## src/logic/edhfp_pkg.sv

```systemverilog
// What this block does
// - Receive mode: outgoing UES set if incoming UES high or region validity low.
// - Receive mode, field without incoming packet: all three outgoing UES flags set high.
// - Missing-packet flag raised per field lacking the packet, cleared otherwise.
// - Packet present only if header 000 3FF 3FF 1F4 sits at right position.
// - 24-bit errored-field counter adds one per outgoing packet with counted errors.
// - Sixteen host sensitivity bits select counted flags; low enables a flag.
// - Packet-checksum error sensitivity bit enables counting when high.
// - Counter mode: 00 normal, 01 clear, 10 auto clear on read, 11 hold.
// - Clear mode zeroes counter, resumes counting, mode returns to 00.
// - Auto mode clears counter whenever host reads low count byte at 17.
// - Hold mode forces counter to zero until another mode is chosen.
// - Direction input low: flag lines are inputs, groups written by select.
// - Port-written flags go into next outgoing packet only, then normal.
// - Port-written flags override host overwrite values for that packet.
// - Select 00/01/10 map FF/AP/ANC flags; 11 carries source, PICTURE_VALIDITY_BIT, FIELD_VALIDITY_BIT.
// - Read-source bit latched, cleared at reset; high reads incoming flags.
// - Direction high drives lines; select 11 gives checksum, PICTURE_VALIDITY_BIT, FIELD_VALIDITY_BIT, S.
// - At select 11 checksum valid with source low, validity with source high.
// - Write starts on high-to-low; first low sample releases lines, then latch.
// - A write at one select changes only that group.
// - Direction sampled high: latch select, drive invalid, data one clock later.
// - Receive mode expects packet; transmit mode inserts fresh flags uncompared.
`default_nettype none

package edhfp_pkg;

  localparam int unsigned FLAG_W = 15;
  localparam int unsigned GROUP_W = 5;
  localparam int unsigned UES_POS = 4;
  localparam int unsigned COUNT_W = 24;
  localparam int unsigned SENS_W = 16;
  localparam int unsigned SENS_CHKSM_POS = 15;
  localparam logic [7:0] COUNT_LOW_ADDR = 8'h11;
  localparam logic [9:0] HDR_WORD0 = 10'h000;
  localparam logic [9:0] HDR_WORD1 = 10'h3FF;
  localparam logic [9:0] HDR_WORD2 = 10'h3FF;
  localparam logic [9:0] HDR_WORD3 = 10'h1F4;
  localparam logic [1:0] SEL_FF = 2'h0;
  localparam logic [1:0] SEL_AP = 2'h1;
  localparam logic [1:0] SEL_ANC = 2'h2;
  localparam logic [1:0] SEL_MISC = 2'h3;
  localparam logic [1:0] MODE_NORMAL = 2'h0;
  localparam logic [1:0] MODE_CLEAR = 2'h1;
  localparam logic [1:0] MODE_AUTO = 2'h2;
  localparam logic [1:0] MODE_HOLD = 2'h3;
  localparam logic [1:0] MODE_RESET = 2'h0;
  localparam logic READ_SOURCE_RESET = 1'b0;

endpackage : edhfp_pkg

`default_nettype wire

```

## src/logic/edhfp_missing_detect.sv

```systemverilog
`timescale 1ns/1ps
`default_nettype none

module edhfp_missing_detect
(
  // Clock and reset
  input wire logic i_clk_sys,
  input wire logic i_rst_n,
  // Incoming ancillary words
  input wire logic [9:0] i_word,
  input wire logic i_word_valid,
  input wire logic i_hdr_slot,
  input wire logic i_field_start,
  input wire logic i_field_end,
  // Result
  output logic o_packet_missing_flag
);

  logic [9:0] hist0;
  logic [9:0] hist1;
  logic [9:0] hist2;
  logic found;
  logic hdr_match;

  ////////////////////////////////////////////////////////////////////////////////

  // The last three words are kept so the fourth completes the header check.
  always_ff @(posedge i_clk_sys or negedge i_rst_n)
  begin
    if (!i_rst_n)
    begin
      hist0 <= 10'h000;
      hist1 <= 10'h000;
      hist2 <= 10'h000;
    end
    else if (i_word_valid)
    begin
      hist2 <= hist1;
      hist1 <= hist0;
      hist0 <= i_word;
    end
  end

  assign hdr_match = (hist2 == edhfp_pkg::HDR_WORD0) && (hist1 == edhfp_pkg::HDR_WORD1) &&
                     (hist0 == edhfp_pkg::HDR_WORD2) && (i_word == edhfp_pkg::HDR_WORD3);

  // A header outside the expected slot is not counted as a packet.
  always_ff @(posedge i_clk_sys or negedge i_rst_n)
  begin
    if (!i_rst_n)
      found <= 1'b0;
    else if (i_word_valid && i_hdr_slot && hdr_match)
      found <= 1'b1;
    else if (i_field_start)
      found <= 1'b0;
  end

  // Judged afresh every field, so only fields without a packet show it.
  always_ff @(posedge i_clk_sys or negedge i_rst_n)
  begin
    if (!i_rst_n)
      o_packet_missing_flag <= 1'b0;
    else if (i_field_end)
      o_packet_missing_flag <= !found;
  end

endmodule : edhfp_missing_detect

`default_nettype wire

```

## src/logic/edhfp_error_counter.sv

```systemverilog
`timescale 1ns/1ps
`default_nettype none

module edhfp_error_counter #(
  parameter int unsigned COUNT_W = edhfp_pkg::COUNT_W
)
(
  // Clock and reset
  input wire logic i_clk_sys,
  input wire logic i_rst_n,
  // Outgoing packet event
  input wire logic i_pkt_out,
  input wire logic [edhfp_pkg::FLAG_W-1:0] i_out_flags,
  input wire logic i_out_chksm_err,
  input wire logic [edhfp_pkg::SENS_W-1:0] i_sensitivity,
  // Host control
  input wire logic i_mode_wr,
  input wire logic [1:0] i_mode_wdata,
  input wire logic i_host_rd,
  input wire logic [7:0] i_host_addr,
  // State
  output logic [1:0] o_counter_mode_field,
  output logic [COUNT_W-1:0] o_count
);

  logic hit;
  logic low_read;

  ////////////////////////////////////////////////////////////////////////////////

  // Flag sensitivities are active low, checksum sensitivity active high.
  assign hit = |(i_out_flags & ~i_sensitivity[edhfp_pkg::FLAG_W-1:0]) ||
               (i_out_chksm_err && i_sensitivity[edhfp_pkg::SENS_CHKSM_POS]);
  assign low_read = i_host_rd && (i_host_addr == edhfp_pkg::COUNT_LOW_ADDR);

  // Clear mode falls back to normal after the one clearing cycle.
  always_ff @(posedge i_clk_sys or negedge i_rst_n)
  begin
    if (!i_rst_n)
      o_counter_mode_field <= edhfp_pkg::MODE_RESET;
    else if (i_mode_wr)
      o_counter_mode_field <= i_mode_wdata;
    else if (o_counter_mode_field == edhfp_pkg::MODE_CLEAR)
      o_counter_mode_field <= edhfp_pkg::MODE_NORMAL;
  end

  // An error in the same cycle as an auto clear starts the new count at one.
  always_ff @(posedge i_clk_sys or negedge i_rst_n)
  begin
    if (!i_rst_n)
      o_count <= '0;
    else
    begin
      unique case (o_counter_mode_field)
        edhfp_pkg::MODE_NORMAL:
          if (i_pkt_out && hit)
            o_count <= o_count + 1'b1;
        edhfp_pkg::MODE_CLEAR:
          o_count <= '0;
        edhfp_pkg::MODE_AUTO:
          if (low_read)
            o_count <= COUNT_W'(i_pkt_out && hit);
          else if (i_pkt_out && hit)
            o_count <= o_count + 1'b1;
        edhfp_pkg::MODE_HOLD:
          o_count <= '0;
      endcase
    end
  end

endmodule : edhfp_error_counter

`default_nettype wire

```

## src/logic/edhfp_top.sv

```systemverilog
`timescale 1ns/1ps
`default_nettype none

module edhfp_top #(
  parameter int unsigned COUNT_W = edhfp_pkg::COUNT_W
)
(
  // Clock and reset
  input wire logic i_clk_sys,
  input wire logic i_rstn,
  // Mode
  input wire logic i_rx_mode,
  // Incoming stream for packet detection
  input wire logic [9:0] i_word,
  input wire logic i_word_valid,
  input wire logic i_hdr_slot,
  input wire logic i_field_start,
  input wire logic i_field_end,
  // Incoming packet contents
  input wire logic i_in_pkt,
  input wire logic [edhfp_pkg::FLAG_W-1:0] i_in_flags,
  input wire logic i_in_picture_validity_bit,
  input wire logic i_in_field_validity_bit,
  input wire logic i_in_chksm_err,
  input wire logic [edhfp_pkg::FLAG_W-1:0] i_calc_flags,
  input wire logic i_s_bit,
  // Outgoing packet strobe
  input wire logic i_pkt_out,
  // Host port
  input wire logic [edhfp_pkg::FLAG_W-1:0] i_host_ow_values,
  input wire logic [edhfp_pkg::FLAG_W-1:0] i_host_ow_control,
  input wire logic [edhfp_pkg::SENS_W-1:0] i_sensitivity,
  input wire logic i_mode_wr,
  input wire logic [1:0] i_mode_wdata,
  input wire logic i_host_rd,
  input wire logic [7:0] i_host_addr,
  output logic [7:0] o_host_rdata,
  // Flag port
  input wire logic i_flag_dir,
  input wire logic [1:0] i_flag_sel,
  input wire logic [4:0] i_flag_lines,
  output logic [4:0] o_flag_lines,
  output logic o_flag_lines_oe_n,
  // Status
  output logic [edhfp_pkg::FLAG_W-1:0] o_out_flags,
  output logic o_out_picture_validity_bit,
  output logic o_out_field_validity_bit,
  output logic o_packet_missing_flag,
  output logic [1:0] o_counter_mode_field,
  output logic [COUNT_W-1:0] o_count
);

  localparam int unsigned NGRP = 3;

  logic rst_meta_n;
  logic rst_n;
  logic [edhfp_pkg::FLAG_W-1:0] in_flags;
  logic in_apv;
  logic in_ffv;
  logic chksm_err;
  logic [edhfp_pkg::FLAG_W-1:0] next_out_flags;
  logic [edhfp_pkg::FLAG_W-1:0] port_flags;
  logic [NGRP-1:0] port_pending;
  logic [NGRP-1:0] port_wr;
  logic port_apv;
  logic port_ffv;
  logic port_val_pending;
  logic read_source;
  logic dir_q;
  logic [1:0] sel_q;
  logic wr_take;
  logic [4:0] read_word;
  logic [edhfp_pkg::FLAG_W-1:0] read_flags;

  ////////////////////////////////////////////////////////////////////////////////

  // Reset is applied at once but released only after two clocks.
  always_ff @(posedge i_clk_sys or negedge i_rstn)
  begin
    if (!i_rstn)
    begin
      rst_meta_n <= 1'b0;
      rst_n <= 1'b0;
    end
    else
    begin
      rst_meta_n <= 1'b1;
      rst_n <= rst_meta_n;
    end
  end

  ////////////////////////////////////////////////////////////////////////////////

  edhfp_missing_detect u_missing
  (
    .i_clk_sys(i_clk_sys),
    .i_rst_n(rst_n),
    .i_word(i_word),
    .i_word_valid(i_word_valid),
    .i_hdr_slot(i_hdr_slot),
    .i_field_start(i_field_start),
    .i_field_end(i_field_end),
    .o_packet_missing_flag(o_packet_missing_flag)
  );

  edhfp_error_counter #(
    .COUNT_W(COUNT_W)
  ) u_counter
  (
    .i_clk_sys(i_clk_sys),
    .i_rst_n(rst_n),
    .i_pkt_out(i_pkt_out),
    .i_out_flags(next_out_flags),
    .i_out_chksm_err(chksm_err),
    .i_sensitivity(i_sensitivity),
    .i_mode_wr(i_mode_wr),
    .i_mode_wdata(i_mode_wdata),
    .i_host_rd(i_host_rd),
    .i_host_addr(i_host_addr),
    .o_counter_mode_field(o_counter_mode_field),
    .o_count(o_count)
  );

  // Only the low count byte is mapped; other addresses read zero.
  always_ff @(posedge i_clk_sys or negedge rst_n)
  begin
    if (!rst_n)
      o_host_rdata <= 8'h00;
    else if (i_host_rd)
      o_host_rdata <= (i_host_addr == edhfp_pkg::COUNT_LOW_ADDR) ? o_count[7:0] : 8'h00;
  end

  ////////////////////////////////////////////////////////////////////////////////

  // Incoming packet contents are held so the flag port can read them later.
  always_ff @(posedge i_clk_sys or negedge rst_n)
  begin
    if (!rst_n)
    begin
      in_flags <= '0;
      in_apv <= 1'b1;
      in_ffv <= 1'b1;
      chksm_err <= 1'b0;
    end
    else if (i_in_pkt)
    begin
      in_flags <= i_in_flags;
      in_apv <= i_in_picture_validity_bit;
      in_ffv <= i_in_field_validity_bit;
      chksm_err <= i_in_chksm_err;
    end
  end

  ////////////////////////////////////////////////////////////////////////////////

  // Per group: base flags, then host overwrite, then one-shot port values.
  for (genvar g = 0; g < NGRP; g++)
  begin : g_grp
    localparam int unsigned LO = g * edhfp_pkg::GROUP_W;
    localparam int unsigned UB = LO + edhfp_pkg::UES_POS;
    logic [edhfp_pkg::GROUP_W-1:0] base;
    logic [edhfp_pkg::GROUP_W-1:0] hosted;
    logic invalid;

    // Only FF and AP carry validity bits; ANC never does.
    if (g == 0)
    begin : g_ff
      assign invalid = !in_ffv;
    end
    else if (g == 1)
    begin : g_ap
      assign invalid = !in_apv;
    end
    else
    begin : g_anc
      assign invalid = 1'b0;
    end

    always_comb
    begin
      base = '0;
      if (i_rx_mode)
      begin
        base = i_calc_flags[LO +: edhfp_pkg::GROUP_W];
        if (o_packet_missing_flag)
          base[edhfp_pkg::UES_POS] = 1'b1;
        else
          base[edhfp_pkg::UES_POS] = in_flags[UB] | invalid;
      end
      hosted = (base & ~i_host_ow_control[LO +: edhfp_pkg::GROUP_W]) |
               (i_host_ow_values[LO +: edhfp_pkg::GROUP_W] &
                i_host_ow_control[LO +: edhfp_pkg::GROUP_W]);
      next_out_flags[LO +: edhfp_pkg::GROUP_W] =
        port_pending[g] ? port_flags[LO +: edhfp_pkg::GROUP_W] : hosted;
    end

    assign port_wr[g] = wr_take && (i_flag_sel == 2'(g));

    always_ff @(posedge i_clk_sys or negedge rst_n)
    begin
      if (!rst_n)
        port_flags[LO +: edhfp_pkg::GROUP_W] <= '0;
      else if (port_wr[g])
        port_flags[LO +: edhfp_pkg::GROUP_W] <= i_flag_lines;
    end

    // A new write wins over the clear made by the packet it coincides with.
    always_ff @(posedge i_clk_sys or negedge rst_n)
    begin
      if (!rst_n)
        port_pending[g] <= 1'b0;
      else if (port_wr[g])
        port_pending[g] <= 1'b1;
      else if (i_pkt_out)
        port_pending[g] <= 1'b0;
    end
  end

  // Outgoing flags are registered when the outgoing packet is built.
  always_ff @(posedge i_clk_sys or negedge rst_n)
  begin
    if (!rst_n)
    begin
      o_out_flags <= '0;
      o_out_picture_validity_bit <= 1'b1;
      o_out_field_validity_bit <= 1'b1;
    end
    else if (i_pkt_out)
    begin
      o_out_flags <= next_out_flags;
      o_out_picture_validity_bit <= port_val_pending ? port_apv : 1'b1;
      o_out_field_validity_bit <= port_val_pending ? port_ffv : 1'b1;
    end
  end

  ////////////////////////////////////////////////////////////////////////////////

  // Writes are taken only once the first low sample has released the lines.
  assign wr_take = !i_flag_dir && !dir_q;

  always_ff @(posedge i_clk_sys or negedge rst_n)
  begin
    if (!rst_n)
    begin
      dir_q <= 1'b1;
      sel_q <= 2'h0;
    end
    else
    begin
      dir_q <= i_flag_dir;
      sel_q <= i_flag_sel;
    end
  end

  // Select 11 writes the read source and the outgoing validity bits.
  always_ff @(posedge i_clk_sys or negedge rst_n)
  begin
    if (!rst_n)
    begin
      read_source <= edhfp_pkg::READ_SOURCE_RESET;
      port_apv <= 1'b1;
      port_ffv <= 1'b1;
    end
    else if (wr_take && i_flag_sel == edhfp_pkg::SEL_MISC)
    begin
      read_source <= i_flag_lines[4];
      port_apv <= i_flag_lines[3];
      port_ffv <= i_flag_lines[2];
    end
  end

  always_ff @(posedge i_clk_sys or negedge rst_n)
  begin
    if (!rst_n)
      port_val_pending <= 1'b0;
    else if (wr_take && i_flag_sel == edhfp_pkg::SEL_MISC)
      port_val_pending <= 1'b1;
    else if (i_pkt_out)
      port_val_pending <= 1'b0;
  end

  // The read source steers reads only; writes never look at it.
  assign read_flags = read_source ? in_flags : o_out_flags;

  // Validity always comes from the incoming packet, so it is only meaningful
  // with the source high; the checksum error is meaningful with it low.
  always_comb
  begin
    unique case (sel_q)
      edhfp_pkg::SEL_FF:
        read_word = read_flags[0 +: edhfp_pkg::GROUP_W];
      edhfp_pkg::SEL_AP:
        read_word = read_flags[edhfp_pkg::GROUP_W +: edhfp_pkg::GROUP_W];
      edhfp_pkg::SEL_ANC:
        read_word = read_flags[2 * edhfp_pkg::GROUP_W +: edhfp_pkg::GROUP_W];
      edhfp_pkg::SEL_MISC:
        read_word = {chksm_err, in_apv, in_ffv, i_s_bit, 1'b0};
    endcase
  end

  // Lines are released on the first low sample and driven on a high one.
  always_ff @(posedge i_clk_sys or negedge rst_n)
  begin
    if (!rst_n)
      o_flag_lines_oe_n <= 1'b1;
    else
      o_flag_lines_oe_n <= !i_flag_dir;
  end

  // The first driven cycle after a write carries don't-care zeros.
  always_ff @(posedge i_clk_sys or negedge rst_n)
  begin
    if (!rst_n)
      o_flag_lines <= 5'h00;
    else if (i_flag_dir && dir_q)
      o_flag_lines <= read_word;
    else
      o_flag_lines <= 5'h00;
  end

endmodule : edhfp_top

`default_nettype wire

```

## config.mk

```make
export PLATFORM = sky130hd
export DESIGN_NAME = edhfp_top
export DESIGN_NICKNAME = d
export VERILOG_FILES = /design/src/logic/edhfp_pkg.sv /design/src/logic/edhfp_missing_detect.sv /design/src/logic/edhfp_error_counter.sv /design/src/logic/edhfp_top.sv
export SDC_FILE = /design/constraint.sdc
export NUM_CORES = 1
export LEC_CHECK = 0
export BUFFER_PORTS_ARGS = -buffer_cell sky130_fd_sc_hd__buf_2
export CORE_MARGIN = 4
export CORE_UTILIZATION = 35
export DETAILED_ROUTE_END_ITERATION = 8
export GPL_TIMING_DRIVEN = 0
export PLACE_DENSITY = 0.64
export REMOVE_ABC_BUFFERS = 1
export SKIP_CTS_REPAIR_TIMING = 1
export SLEW_MARGIN = 0
export SYNTH_ARGS = -nofsm -noshare
export SYNTH_HDL_FRONTEND = slang
export SYNTH_SLANG_ARGS = --single-unit
```

## constraint.sdc

```tcl
create_clock -name i_clk_sys -period 4.7 [get_ports i_clk_sys]
set_input_delay 0.47 -clock i_clk_sys [delete_from_list [all_inputs] [get_ports i_clk_sys]]
set_output_delay 0.47 -clock i_clk_sys [all_outputs]
set_load 0.03 [all_outputs]
```

==> results of run 1 <==
## routing by layer
metal  vias up  global-route usage
met5         -                   0
met4         0              0.0440
met3        20              0.0544
met2       143               0.267
met1      2408               0.215
li1       2375                   -
## worst min path at each step
stage / from / end / slack (ns)
5_1_grt: i_flag_dir / dir_q / 0.18
3_3_place_gp: i_rstn / rst_meta_n / 0.26
4_1_cts: i_rstn / rst_n / -0.20
3_5_place_dp: i_rstn / rst_meta_n / 0.26
6_report: i_flag_dir / dir_q / 0.20
2_1_floorplan: i_rstn / rst_meta_n / 0.17
## logic make-up (layout without fill, tap and decap cells)
family,count (synthesis),after routing,share of synthesized area
buffers and inverters,42,227,0.0335
adder cells (fa/ha/maj),1,1,0.00198
AO/OA/AOI/OAI,138,138,0.144
multiplexers,80,80,0.146
AND/OR/NAND/NOR,149,149,0.137
flip-flops,134,134,0.532
other,1,1,0.000593
XOR/XNOR,3,3,0.00416
## cells in the final DEF, fill, tap and decap left out, drive strengths merged, types with 4 or more instances in the layout
cell type,synthesis,layout
buf,16,175
dfrtp,126,126
mux2,68,68
a21oi,44,44
nand2,39,39
o21ai,34,34
inv,19,27
a211oi,24,24
nor2,20,20
clkbuf,7,17
a21o,16,16
nand3b,15,15
or3,14,14
nor2b,13,13
mux2i,9,9
nand4,8,8
dfstp,8,8
nand3,8,8
or4,7,7
a221oi,4,4
and3,4,4
o31ai,4,4
clkinv,0,4
nor4,4,4
## where the power goes
part | internal [mW] | total (mW) | switching [mW]
registers | 1.28 | 1.39 | 0.112
logic | 0.214 | 0.458 | 0.244
clock network | 0.751 | 1.32 | 0.566
## critical path: stages (launching register included)
cell and delay (ns):
dfrtp_1 0.57, a21oi_1 0.31, a211oi_1 0.17, a2111oi_4 0.43
nand3_4 0.17, o211ai_2 0.63, or3_2 0.23, a21oi_1 0.06
## sequential cells by signal (all words and copies together) (netlist names), 2 cells and up
name / count
o_out_flags: 15
in_flags: 15
u_missing.hist2: 10
u_missing.hist0: 10
o_flag_lines: 5
port_pending: 3
u_counter.o_counter_mode_field: 2
sel_q: 2
u_missing.hist1: 10
port_flags: 15
u_counter.o_count: 24
o_host_rdata: 8
## stage by stage
step | worst slack [ns] | hold slack, ns | area [µm²] | setup TNS [ns] | total power [mW]
5_1_grt | 1.71 | 0.184 | 7980 | 0 | 3.32
3_5_place_dp | 1.73 | 0.257 | 7380 | 0 | 1.88
4_1_cts | 1.90 | -0.201 | 7960 | 0 | 3.21
3_3_place_gp | -0.995 | 0.257 | 7330 | -121.93 | 1.86
2_1_floorplan | 0.704 | 0.174 | 6180 | 0 | 1.68
6_report | 1.98 | 0.205 | 7980 | 0 | 3.17
## layout make-up
cell class / count / area (µm²) / area share
timing repair buffer: 176 / 923 / 0.116
clock buffer: 17 / 425 / 0.0533
sequential: 134 / 3370 / 0.422
tap: 225 / 282 / 0.0353
multi-input combinational: 372 / 2750 / 0.345
clock inverter: 15 / 160 / 0.0201
inverter: 19 / 71.3 / 0.00894
==> metrics, run 1 <==
gp weighted congestion 0.767; cell area power density 397 nW/µm²; final core utilization 0.457; sequential-to-total area share from yosys stat 0.532; area leader, netlist dfrtp_1; Avg Cell Area, Syn between 10 and 15 µm²; grt ovf 0; Clk pin slew, worst setup/hold paths 0.06 ns; Hold WC Path Type input pin to flip-flop; CTS H-tree lvls 4; final non-filler cell total 958; layout cells sized above 1 0.419; Worst EP arrival 2.98 ns; EDFF count, synth 0; top cells by count, synth dfrtp_1, mux2_2, a21oi_1, nand2_1, a211oi_1; clock sink count 134; CTS Buf Count 17; Clock Tree Root clkbuf_16; LEAKAGE 3.65 nW; hold depth 1; last element of the critical path u_counter.o_count[5]; total number of vias ~4900; Rows 48; Reg-to-Reg End u_counter.o_count[5]; final setup fails 0; worst skew pair latency 0.42 ns; crit path from port_pending[0]; routed wl met3 1180 µm; # diodes 0; Metal-1 WL 7220 µm; Worst Setup End Kind flip-flop; worst reg2reg setup slack slightly below 2 ns; Worst-Margin Slew 0.868 ns; WL met2 7800 µm; Yosys top cell area share 0.499; RSZ-0062 raised after global routing no; outcome completed; Horiz. Die Dim 142 µm; number of detailed-route iterations in the first pass 4; first-pass GRT wire length 26300 µm; Ys Warns 0; DPL Wire Length 12200 µm; Crit path required time just under 5 ns; most frequent cell after synthesis dfrtp_1; Max Fclk 368 MHz; DP Cell Count between 900 and 1000; Slew Limit Fails 0; DR DRC count 0; Worst Path Class, Setup flip-flop to flip-flop; Max Root-Sink Buffers 2; Tcrit/Tclk final 0.578; pin count of the biggest net entering global routing 62; DR WL/cell around 17 µm; crit path max fanout 18; synthesized cell area 6320 µm²; post-layout min period between 2 and 3 ns; max cap viols 0; Die Y around 140 µm; share of flip-flops with an asynchronous set or reset 1.00; VDD IR max approximately 320 µV; IO Port Bufs roughly 170; DR vias/cell 5.16; Synth-to-Final Area Change 26.3%; top cells by area, synth dfrtp_1, mux2_2, dfstp_2; num ports 177; Final ANT Viol Nets 0; max_slew headroom 0.416; dominant synthesized flop cell dfrtp_1; uppermost routed layer met4; final hold violation count 0; GR Util All Layers 0.165; Core ar. 17500 µm²; Routed WL roughly 16000 µm; Worst Reg-to-Reg Cells 7; Netlist cell types 66; startpoint types flip-flop; fill cell count 1626; Initial Utilization 0.362; initial antenna violation count 0; Iter 0 DRT Violations 157; Final nets 840; worst reg2reg startpoint port_pending[0]; die area 20300 µm²; number of global-route vias before repair 4976; clock skew after layout 0.00911 ns; register bit total from synthesis 134; CTS tree done; Mapped Cells 548
Note: power is estimated with default switching activity, not from simulation.
==> run 2, diff against run 1 <==
==> constraint.sdc (replaced) <==
create_clock -name i_clk_sys -period 2.6 [get_ports i_clk_sys]
set_input_delay 0.26 -clock i_clk_sys [delete_from_list [all_inputs] [get_ports i_clk_sys]]
set_output_delay 0.26 -clock i_clk_sys [all_outputs]
set_load 0.03 [all_outputs]
==> run 2 against run 1 <==
Against the previous run: clock power grew 80%; largest power group unchanged; global-route usage is the same; worst setup slack lost 1.7 ns; critical path type unchanged; routed wire length grew 1.4%.
==> metrics, run 2 (synthesis results as in run 1) <==
CTS H-tree lvls 4 (unchanged); Net Sw Frac 0.292 (was 0.291); Cell Chain, Critical Path a21oi_1 > a211oi_1 > a2111oi_4 > nand3_4 > o21ai_4 > o311ai_0 > o41ai_1 (was a21oi_1 > a211oi_1 > a2111oi_4 > nand3_4 > o211ai_2 > or3_2 > a21oi_1); number of detailed-route iterations in the first pass 4 (unchanged); max FFs per register 24 (unchanged); VDD IR max 584 µV (was 323 µV); Crit path required time 2.91 ns (was 4.96 ns); final hold slack 0.0213 ns (was 0.205 ns); Max Fclk 423 MHz (was 368 MHz); Worst Setup End Kind flip-flop (unchanged); grt ovf 0 (unchanged); GR Util All Layers 0.165 (unchanged); clock skew after layout 0.00922 ns (was 0.00911 ns); IO Port Bufs 173 (unchanged); Clk pin slew, worst setup/hold paths 0.06 ns (about the same); Final ANT Viol Nets 0 (unchanged); Max stage delay on crit path 0.52 ns (was 0.63 ns); final hold violation count 0 (unchanged); Rows 48 (unchanged); fill cell count 1611 (was 1626); Core ar. 17500 µm² (unchanged); worst skew pair latency 0.42 ns (about the same); RSZ-0062 raised after global routing no (unchanged); # diodes 0 (unchanged); Die Y 142 µm (unchanged); final core utilization 0.462 (was 0.457); Final Cell Area 8070 µm² (was 7980 µm²); Horiz. Die Dim 142 µm (unchanged); Synth-to-Final Area Change 27.7% (was 26.3%); Pint 4.07 mW (was 2.25 mW); cell area power density 713 nW/µm² (was 397 nW/µm²); gp weighted congestion 0.767 (unchanged); Routed WL 16700 µm (was 16400 µm); Worst Path Class, Setup flip-flop to flip-flop (unchanged); LEAKAGE 3.68 nW (was 3.65 nW); layout cells sized above 1 0.423 (was 0.419); sequential share of power 0.438 (was 0.440); DR DRC count 0 (unchanged); Iter 0 DRT Violations 202 (was 157); min-delay src i_field_start (was i_flag_dir); number of global-route vias before repair 4976 (unchanged); clock sink count 134 (unchanged); combined area of the multi-input logic cells 2790 µm² (was 2750 µm²); pin count of the biggest net entering global routing 62 (unchanged); Power Total 5.75 mW (was 3.17 mW); first-pass GRT wire length 26300 µm (unchanged); total number of vias 5019 (was 4946); slowest CP cell dfrtp_2 (was o211ai_2); worst reg2reg startpoint port_pending[0] (unchanged); num ports 177 (unchanged); Worst-Margin Slew 0.865 ns (was 0.868 ns); outcome completed (unchanged); DP Worst Slack -0.211 ns (was 1.73 ns); Switch Pwr 1.68 mW (was 0.922 mW); CTS tree done (unchanged); most common cell after layout, fill and taps aside buf_2 (unchanged); critical path's top delay family compound AO/OA/AOI/OAI gates (unchanged); initial antenna violation count 0 (unchanged); clock group share of total power 0.414 (was 0.416); Final nets 845 (was 840); startpoint types flip-flop (unchanged); commonest cells after routing, fill and taps aside buf_2, dfrtp_1, mux2_2, a21oi_1, nand2_1 (unchanged); crit path from port_pending[0] (unchanged); Max Root-Sink Buffers 2 (unchanged); Hold WC Path Type input pin to flip-flop (unchanged); Biggest register u_counter.o_count (unchanged); DPL Wire Length 12200 µm (unchanged); max_slew headroom 0.419 (was 0.416); Gate power share 0.148 (was 0.145); worst path buffer plus inverter count 0 (unchanged); post-layout min period 2.37 ns (was 2.72 ns); max cap viols 0 (unchanged); Worst EP arrival 2.68 ns (was 2.98 ns); sequential cell area 3370 µm² (about the same); crit path max fanout 13 (was 18); final setup fails 0 (unchanged); Clock Tree Root clkbuf_16 (unchanged); DR WL/cell 17.3 µm (was 17.2 µm); DR vias/cell 5.21 (was 5.16); CTS Buf Count 17 (unchanged); Tcrit/Tclk final 0.910 (was 0.578); Initial Utilization 0.362 (unchanged); placed inst area 7380 µm² (unchanged); post-route setup slack 0.233 ns (was 1.98 ns); die area 20300 µm² (unchanged); Slew Limit Fails 0 (unchanged)
run 2: changes by cell type in the layout (fill, tap and decap cells not counted):
| cell | previous run | this run |
|---|---|---|
| buf_12 | 1 | 2 |
| nor4b_2 | 1 | 0 |
| dfrtp_2 | 0 | 2 |
| nor4b_4 | 0 | 1 |
| o211ai_4 | 0 | 1 |
| dlygate4sd3_1 | 1 | 4 |
| dfrtp_1 | 125 | 123 |
| o21ai_4 | 1 | 2 |
| o211ai_2 | 1 | 0 |
| a21oi_2 | 3 | 4 |
| a21oi_1 | 41 | 40 |
run 2: path summary, 6_finish.rpt:
check,end,slack (ns),cells past startpoint
min,u_missing.found,0.02,2
max,u_counter.o_count[22],0.23,7
max in group asynchronous,in_ffv,1.33,2
min reg2reg,u_counter.o_counter_mode_field[1],0.29,0
min in group asynchronous,rst_n,0.15,2
max reg2reg,u_counter.o_count[22],0.23,7
run 2: per-layer routing:
metal,wire length (µm),vias up,share of wire,track usage
met5,0,-,0,0
met3,1170,20,0.070,0.0544
met4,242,0,0.015,0.0440
met2,7990,153,0.48,0.267
met1,7280,2460,0.44,0.215
li1,-,2386,-,-
run 2: final cells by class:
| class | instances | area share |
|---|---|---|
| clock inverters | 15 | 0.0198 |
| inverters | 19 | 0.00884 |
| well taps | 225 | 0.0349 |
| repair buffers | 180 | 0.121 |
| multi-input cells | 373 | 0.346 |
| clock buffers | 17 | 0.0527 |
| flip-flops and latches | 134 | 0.418 |
run 2: metrics by stage:
stage / cells / setup TNS, ns
after floorplan: 525 / -176.17
after global placement: 923 / -396.05
after detailed placement: 925 / -2.37
after CTS: 957 / -2.06
after global routing: 963 / 0
final: 963 / 0
run 2: power groups by stage:
stage / registers [mW] / logic [mW] / clock network, mW
floorplan: 2.63 / 0.418 / 0
global placement: 2.58 / 0.784 / 0
detailed placement: 2.56 / 0.837 / 0
CTS: 2.52 / 0.840 / 2.43
global route: 2.56 / 0.933 / 2.53
finish: 2.52 / 0.852 / 2.38
